$ cat src/urx_defs.svh
// register offsets, field positions, reset values and sampling counts
`ifndef URX_DEFS_SVH
`define URX_DEFS_SVH
`define URX_CTRL_OFS      12'h000
`define URX_STAT_OFS      12'h004
`define URX_CTRL_DBL      0
`define URX_CTRL_FILT     1
`define URX_CTRL_CLO      2
`define URX_CTRL_CHI      4
`define URX_CTRL_PAR      5
`define URX_CTRL_RST      6'h0C
`define URX_STAT_BUSY     0
`define URX_STAT_FERR     1
`define URX_STAT_ADDR     2
`define URX_STAT_CNT_LO   8
`define URX_STAT_CNT_HI   15
`define URX_SPB_NORMAL    5'h10
`define URX_SPB_DOUBLE    5'h08
`define URX_MIN_CHAR      4'h5
`define URX_MAX_CODE      3'h4
`endif

$ cat src/urx_pkg.sv
// types of the asynchronous receive front end
package urx_pkg;
    typedef enum logic [1:0] {ST_HUNT, ST_START, ST_DATA, ST_STOP} urx_state_e;
    typedef struct packed {
        logic       parity_en;
        logic [2:0] char_code;
        logic       filter_en;
        logic       dbl;
    } urx_ctrl_s;
    typedef struct packed {
        logic       is_address;
        logic       frame_error;
        logic       parity_bit;
        logic [8:0] data;
    } urx_frame_s;
endpackage : urx_pkg

$ cat src/urx_async_rx.sv
// clock and data recovery of the asynchronous receiver with apb control
//
// Decided for this implementation: the address map and register access over APB.
`timescale 1ns/1ps
`include "urx_defs.svh"

module urx_async_rx (
    input  wire logic               ref_clk,
    input  wire logic               rstn,
    input  wire logic               sample_tick,
    input  wire logic               serial_receive_line,
    input  wire logic               psel,
    input  wire logic               penable,
    input  wire logic               pwrite,
    input  wire logic [11:0]        paddr,
    input  wire logic [31:0]        pwdata,
    output logic [31:0]             prdata,
    output logic                    pready,
    output logic                    pslverr,
    output logic                    frame_valid,
    output urx_pkg::urx_frame_s     frame_out
);

    // frame length in bits, data plus parity
    function automatic logic [3:0] frame_bits(input logic [2:0] code, input logic par);
        frame_bits = `URX_MIN_CHAR + {1'b0, code} + {3'h0, par};
    endfunction : frame_bits

    // clamp illegal character codes to nine bits
    function automatic logic [2:0] clamp_code(input logic [2:0] code);
        clamp_code = (code > `URX_MAX_CODE) ? `URX_MAX_CODE : code;
    endfunction : clamp_code

    urx_pkg::urx_state_e  state_q;
    urx_pkg::urx_state_e  state_d;
    urx_pkg::urx_ctrl_s   ctrl_q;
    urx_pkg::urx_frame_s  frame_q;
    logic                 rx_meta_q;
    logic                 rx_sync_q;
    logic                 prev_q;
    logic [4:0]           smp_q;
    logic [1:0]           votes_q;
    logic [3:0]           bc_q;
    logic [9:0]           shr_q;
    logic                 valid_q;
    logic [7:0]           cnt_q;
    logic [31:0]          prdata_q;
    logic                 pslverr_q;

    wire logic [2:0]      code_w;
    wire logic [4:0]      spb_w;
    wire logic [4:0]      first_w;
    wire logic [4:0]      last_w;
    wire logic            line_w;
    wire logic            in_centre_w;
    wire logic            at_last_w;
    wire logic            at_end_w;
    wire logic            maj_w;
    wire logic            falling_w;
    wire logic [3:0]      nbits_w;
    wire logic [8:0]      mask_w;
    wire logic            frame_addr_w;
    wire logic            keep_w;
    wire logic            setup_w;
    wire logic            access_w;
    wire logic            hit_ctrl_w;
    wire logic            hit_stat_w;
    wire logic            wr_ctrl_w;
    wire logic [31:0]     rd_mux_w;

    always_ff @(posedge ref_clk) begin
        if (!rstn) begin
            rx_meta_q <= 1'b1;
            rx_sync_q <= 1'b1;
        end else begin
            rx_meta_q <= serial_receive_line;
            rx_sync_q <= rx_meta_q;
        end
    end

    assign line_w = rx_sync_q;
    assign code_w = clamp_code(ctrl_q.char_code);
    // samples per bit from speed select
    // double speed follows the select bit
    assign spb_w = ctrl_q.dbl ? `URX_SPB_DOUBLE : `URX_SPB_NORMAL;
    assign first_w = {1'b0, spb_w[4:1]};
    assign last_w = first_w + 5'h02;
    assign in_centre_w = (smp_q >= first_w) && (smp_q <= last_w);
    assign at_last_w = (smp_q == last_w);
    assign at_end_w = (smp_q == spb_w);
    assign maj_w = ({1'b0, votes_q} + {2'h0, line_w}) >= 3'h2;
    assign falling_w = prev_q && !line_w;
    // five to ten bits per frame
    assign nbits_w = frame_bits(code_w, ctrl_q.parity_en);
    assign mask_w = 9'h1FF >> (`URX_MAX_CODE - code_w);
    // ninth bit or first stop bit marks address
    assign frame_addr_w = (code_w == `URX_MAX_CODE) ? shr_q[8] : maj_w;
    // only the receive path is gated
    assign keep_w = !ctrl_q.filter_en || frame_addr_w;

    always_comb begin
        state_d = state_q;
        unique case (state_q)
            urx_pkg::ST_HUNT: begin
                if (falling_w) begin
                    state_d = urx_pkg::ST_START;
                end
            end
            urx_pkg::ST_START: begin
                if (at_last_w && maj_w) begin
                    state_d = urx_pkg::ST_HUNT;
                end else if (at_end_w) begin
                    state_d = urx_pkg::ST_DATA;
                end
            end
            urx_pkg::ST_DATA: begin
                if (at_end_w && (bc_q == nbits_w - 4'h1)) begin
                    state_d = urx_pkg::ST_STOP;
                end
            end
            urx_pkg::ST_STOP: begin
                // hunt right after last stop vote
                if (at_last_w) begin
                    state_d = urx_pkg::ST_HUNT;
                end
            end
        endcase
    end

    // state advances only on sample ticks
    always_ff @(posedge ref_clk) begin
        if (!rstn) begin
            state_q <= urx_pkg::ST_HUNT;
            prev_q  <= 1'b1;
        end else if (sample_tick) begin
            state_q <= state_d;
            prev_q  <= line_w;
        end
    end

    // sample count restarts on every start edge
    // sample number steps 1..spb per bit
    always_ff @(posedge ref_clk) begin
        if (!rstn) begin
            smp_q   <= 5'h00;
            votes_q <= 2'h0;
            bc_q    <= 4'h0;
        end else if (sample_tick) begin
            if (state_q == urx_pkg::ST_HUNT) begin
                // edge tick is sample one, next tick sample two
                smp_q   <= 5'h02;
                votes_q <= 2'h0;
                bc_q    <= 4'h0;
            end else if (at_end_w) begin
                smp_q   <= 5'h01;
                votes_q <= 2'h0;
                bc_q    <= (state_q == urx_pkg::ST_DATA) ? bc_q + 4'h1 : 4'h0;
            end else begin
                smp_q   <= smp_q + 5'h01;
                votes_q <= (in_centre_w && line_w) ? votes_q + 2'h1 : votes_q;
            end
        end
    end

    // store voted data and parity bits
    always_ff @(posedge ref_clk) begin
        if (!rstn) begin
            shr_q <= 10'h000;
        end else if (sample_tick && (state_q == urx_pkg::ST_DATA) && at_last_w) begin
            shr_q[bc_q] <= maj_w;
        end
    end

    // frame ends at first stop bit vote
    // voted zero stop bit flags frame error
    always_ff @(posedge ref_clk) begin
        if (!rstn) begin
            valid_q <= 1'b0;
            frame_q <= '0;
            cnt_q   <= 8'h00;
        end else begin
            valid_q <= 1'b0;
            if (sample_tick && (state_q == urx_pkg::ST_STOP) && at_last_w && keep_w) begin
                valid_q             <= 1'b1;
                frame_q.data        <= shr_q[8:0] & mask_w;
                frame_q.parity_bit  <= ctrl_q.parity_en & shr_q[nbits_w - 4'h1];
                frame_q.frame_error <= !maj_w;
                frame_q.is_address  <= frame_addr_w;
                cnt_q               <= cnt_q + 8'h01;
            end
        end
    end

    assign frame_valid = valid_q;
    assign frame_out = frame_q;

    // apb slave, zero wait state
    assign setup_w = psel && !penable;
    assign access_w = psel && penable;
    assign hit_ctrl_w = (paddr == `URX_CTRL_OFS);
    assign hit_stat_w = (paddr == `URX_STAT_OFS);
    assign wr_ctrl_w = access_w && pwrite && hit_ctrl_w;
    assign rd_mux_w = hit_ctrl_w ? {26'h0, ctrl_q} :
                      hit_stat_w ? {16'h0, cnt_q, 5'h00, frame_q.is_address,
                                    frame_q.frame_error, state_q != urx_pkg::ST_HUNT} :
                      32'h0000_0000;

    always_ff @(posedge ref_clk) begin
        if (!rstn) begin
            ctrl_q    <= `URX_CTRL_RST;
            prdata_q  <= 32'h0000_0000;
            pslverr_q <= 1'b0;
        end else begin
            if (wr_ctrl_w) begin
                ctrl_q <= pwdata[`URX_CTRL_PAR:`URX_CTRL_DBL];
            end
            if (setup_w) begin
                prdata_q  <= pwrite ? 32'h0000_0000 : rd_mux_w;
                pslverr_q <= !(hit_ctrl_w || (hit_stat_w && !pwrite));
            end
        end
    end

    assign pready = 1'b1;
    assign prdata = prdata_q;
    assign pslverr = pslverr_q;

    start_launch_a: assert property (@(posedge ref_clk) disable iff (!rstn)
        (sample_tick && state_q == urx_pkg::ST_HUNT && falling_w)
        |=> (state_q == urx_pkg::ST_START && smp_q == 5'h02))
        else $error("falling edge did not launch start");

    start_reject_a: assert property (@(posedge ref_clk) disable iff (!rstn)
        (sample_tick && state_q == urx_pkg::ST_START && at_last_w && maj_w)
        |=> state_q == urx_pkg::ST_HUNT)
        else $error("noisy start not rejected");

    start_window_a: assert property (@(posedge ref_clk) disable iff (!rstn)
        (sample_tick && state_q == urx_pkg::ST_START && !ctrl_q.dbl
         && (smp_q < 5'h0A) && state_d == urx_pkg::ST_HUNT) |-> 1'b0)
        else $error("start judged before sample ten");

    bit_wrap_a: assert property (@(posedge ref_clk) disable iff (!rstn)
        (sample_tick && state_q == urx_pkg::ST_DATA && !ctrl_q.dbl && smp_q == 5'h10)
        |=> smp_q == 5'h01)
        else $error("normal bit not sixteen samples");

    dbl_wrap_a: assert property (@(posedge ref_clk) disable iff (!rstn)
        (sample_tick && state_q != urx_pkg::ST_HUNT && ctrl_q.dbl && smp_q == 5'h08)
        |=> (smp_q == 5'h01 || state_q == urx_pkg::ST_HUNT))
        else $error("double speed bit not eight samples");

    early_start_a: assert property (@(posedge ref_clk) disable iff (!rstn)
        (sample_tick && state_q == urx_pkg::ST_STOP && at_last_w)
        |=> state_q == urx_pkg::ST_HUNT)
        else $error("not hunting after stop vote");

    frame_err_a: assert property (@(posedge ref_clk) disable iff (!rstn)
        (sample_tick && state_q == urx_pkg::ST_STOP && at_last_w && keep_w && votes_q == 2'h0)
        |=> (frame_valid && frame_out.frame_error))
        else $error("low stop bit without frame error");

    filter_drop_a: assert property (@(posedge ref_clk) disable iff (!rstn)
        frame_valid && $past(ctrl_q.filter_en) |-> frame_out.is_address)
        else $error("data frame passed filter");

    valid_pulse_a: assert property (@(posedge ref_clk) disable iff (!rstn)
        frame_valid |-> ($past(state_q) == urx_pkg::ST_STOP && !$past(frame_valid)))
        else $error("frame emitted outside stop bit");

    need_high_a: assert property (@(posedge ref_clk) disable iff (!rstn)
        (sample_tick && state_q == urx_pkg::ST_HUNT && !prev_q)
        |=> state_q == urx_pkg::ST_HUNT)
        else $error("start taken without high line");

    apb_err_a: assert property (@(posedge ref_clk) disable iff (!rstn)
        (setup_w && !hit_ctrl_w && !hit_stat_w) |=> (access_w |-> pslverr))
        else $error("unmapped access without error");

endmodule : urx_async_rx

$ cat config.mk
export PLATFORM = sky130hd
export DESIGN_NAME = urx_async_rx
export DESIGN_NICKNAME = d
export VERILOG_FILES = /design/src/urx_pkg.sv /design/src/urx_async_rx.sv
export VERILOG_INCLUDE_DIRS = /design/src
export SDC_FILE = /design/constraint.sdc
export NUM_CORES = 1
export LEC_CHECK = 0
export BUFFER_PORTS_ARGS = -buffer_cell sky130_fd_sc_hd__buf_2
export CAP_MARGIN = 20
export CORE_UTILIZATION = 50
export CTS_CLUSTER_DIAMETER = 40
export DETAILED_ROUTE_END_ITERATION = 6
export HOLD_SLACK_MARGIN = 0.03
export PLACE_DENSITY = 0.82
export SYNTH_ARGS = -nofsm -noshare
export SYNTH_HDL_FRONTEND = slang
export SYNTH_SLANG_ARGS = --single-unit
$ cat constraint.sdc
create_clock -name ref_clk -period 7.15 [get_ports ref_clk]
set_input_delay 0.715 -clock ref_clk [delete_from_list [all_inputs] [get_ports ref_clk]]
set_output_delay 0.715 -clock ref_clk [all_outputs]
set_load 0.02 [all_outputs]
==> flow_summary.yaml <==
global_routing:
  grt_usage_pct: 22.2
  grt_overflow_total: 0
  grt_pass1_wl_microns: 12600
  grt_max_degree: 29
  antenna_found_initial: 0
  grt_pass1_vias: 2800
finish:
  nets: 512
  final_cells: 527
  postLayoutCoreUtil_pct: 58.6
  register_area_sq_um: 1360
  fillers: 559
  area_delta_synth_final_pct: 11.1
  multi_input_area_sq_um: 1830
  drive_above_1_share_pct: 16.2
  antenna_cells: 0
  fin_area_sq_um: 3780
timing:
  max-slew-margin-rel_pct: 53.9
  rsz0062_at_grt: "false"
  tightestPinTransition_ns: 0.690
  finalMaxSlewViolations: 0
  finalHoldViolCount: 0
  holdWs_ns: 0.414
  skew_ns: 0.00616
  finalSetupViolCount: 0
  fin_crit_ns: 3.04
  fin_ws_ns: 4.11
  fmax_mhz: 329
  period_share_pct: 42.5
  finalSetupTns_ns: 0
clock_tree:
  clock-sinks: 68
  clock-root-buffer: "clkbuf_8"
  cts_tree: "yes"
  clockBufferDepth: 2
  postCtsSetupRepairBufs: 0
  cts_resized: 0
  insertion_delay_ns: 0.34
  cts_buffers: 9
  clkTransAtPathRegs_ns: 0.07
  cts.htree.levels: 3
  ctsHoldBuffers: 0
status:
  status: "finished with violations"
  violations: "design-rule violations"
die:
  die_area_sq_um: 7140
  core-area_sq_um: 6460
  fp.dieW_microns: 84.5
  initial_core_util_pct: 52.7
  ios: 98
  die_h_microns: 84.5
  fp-row-count: 29
detailed_routing:
  vias: 2982
  drt_wl_total_microns: 7470
  drt_iter0_markers: 200
  routedWlPerCell_microns: 14.2
  drc: 7
  routed_via_density: 5.66
  ant_nets: 0
  dr.pass1.iters: 7
worst_setup_path:
  cp-end-kind: "register"
  path_cells: "nor2b_1, inv_1, ha_1, ha_1, nor2b_1, o21ai_1, nand2_1, or4b_1, a21oi_1"
  cp_num_buf_inv: 1
  cp_slowest_cell: "or4b_1"
  crit_family: "simple AND/OR/NAND/NOR gates"
  cp-start-kind: "register"
  cp_num_cells: 9
  required_ns: 7.43
  path_class: "register to register"
  rr_worst_depth: 9
  r2r_setup_slack_ns: 4.11
  cp.arrival_ns: 3.32
  critPathMaxFanout: 22
  slowest_delay_ns: 0.64
power_and_ir_drop:
  total_power_mw: 0.691
  vdd_drop_max_v: 0.000120
  p_leak_nw: 1.60
  p_per_area_nw_per_um2: 183
logic_synthesis:
  syn_area_per_cell_sq_um: 8.49
  syn_inst: 401
  synth_common_cells: "68 x dfxtp_1, 43 x nor2_1, 38 x a21oi_1, 34 x nand2_1, 19 x buf_4"
  synth-seq-cells: 68
  yosysSeqAreaShare_pct: 40.0
  ys_top_cells_by_area: "dfxtp_1 40%, ha_1 5.9%, a21oi_1 5.6%"
  synth_edf_count: 0
  synthFlopType: "dfxtp_1"
  yosysUniqueCellTypes: 50
  ys_warn_count: 0
  yosys.area.top_type: "dfxtp_1"
  synth_top_area_share_pct: 40.0
  ys_async_sr_fraction_pct: 0
  synth.most_common_cell: "dfxtp_1"
  syn-cell-area_sq_um: 3400
placement:
  dpl_cell_area_sq_um: 3620
  dpl.hpwl_microns: 5510
  io_buffers: 52
  pre_cts_ws_ns: 4.18
  gp_congestion: 0.844
  dp.cells: 511
flow_run:
  cap_violations: 0
hold_path:
  min_path_cells: 1
  hp-class: "register to register"
## layout by cell type (no fill, tap or decap), types with 3 or more instances in the layout
cell / instances
and3_1: 3
xnor2_1: 6
buf_2: 52
a21oi_1: 38
xor2_1: 7
nor3_1: 3
o21a_1: 4
or3_1: 4
clkbuf_1: 4
clkbuf_8: 10
a22oi_1: 11
o31ai_1: 3
mux2i_1: 12
nand4_1: 8
nand2b_1: 5
nand3_1: 17
o21ai_0: 14
inv_1: 17
nor4_1: 3
nor2_1: 43
dfxtp_1: 68
ha_1: 16
a211oi_1: 4
a311oi_1: 4
a21bo_2: 3
nor2b_1: 3
conb_1: 19
and2_1: 4
nand2_1: 34
## layer usage
metal	track usage [%]	routed length [microns]	up-vias
li1	-	-	1463
met1	26.6	3150	1399
met2	37.2	3710	103
met3	4.62	383	17
met4	12.5	223	0
met5	0	0	-
## where the power goes
| part | internal, mW | switching, mW | leakage (nW) |
|---|---|---|---|
| Sequential | 0.381 | 0.00176 | 0.549 |
| Clock | 0.135 | 0.137 | 0.0844 |
| Combinational | 0.00989 | 0.0268 | 0.965 |
## cells by family (layout without fill, tap and decap cells)
family	count (synthesis)	after routing	share of synthesized area (%)
other	2	19	0.221
adder cells (fa/ha/maj)	16	16	5.88
flip-flops	68	68	40.0
buffers and inverters	54	86	8.12
XOR/XNOR	13	13	3.34
AO/OA/AOI/OAI	93	93	17.1
AND/OR/NAND/NOR	141	141	20.5
multiplexers	14	14	4.85
## worst paths after layout
check | startpoint | endpoint
max | ctrl_q[4] | cnt_q[7]
min | rx_meta_q | line_w
max reg2reg | ctrl_q[4] | cnt_q[7]
min reg2reg | rx_meta_q | line_w
## sequential cells by signal (all words and copies together), names as in the netlist, named ones only
register	count
smp_q	5
pslverr	1
cnt_q	8
state_q	1
prdata	14
shr_q	10
ctrl_q	6
line_w	1
frame_valid	1
frame_out	12
bc_q	4
prev_q	1
rx_meta_q	1
votes_q	2
## layout make-up
class                           instances  share of cell area, %
Sequential cell                        68                   36.0
Timing Repair Buffer                   53                   7.08
Multi-Input combinational cell        296                   48.4
Clock buffer                           14                   4.04
Tap cell                               77                   2.55
Clock inverter                          2                  0.265
Inverter                               17                   1.69
(Power assumes the default switching activity.)
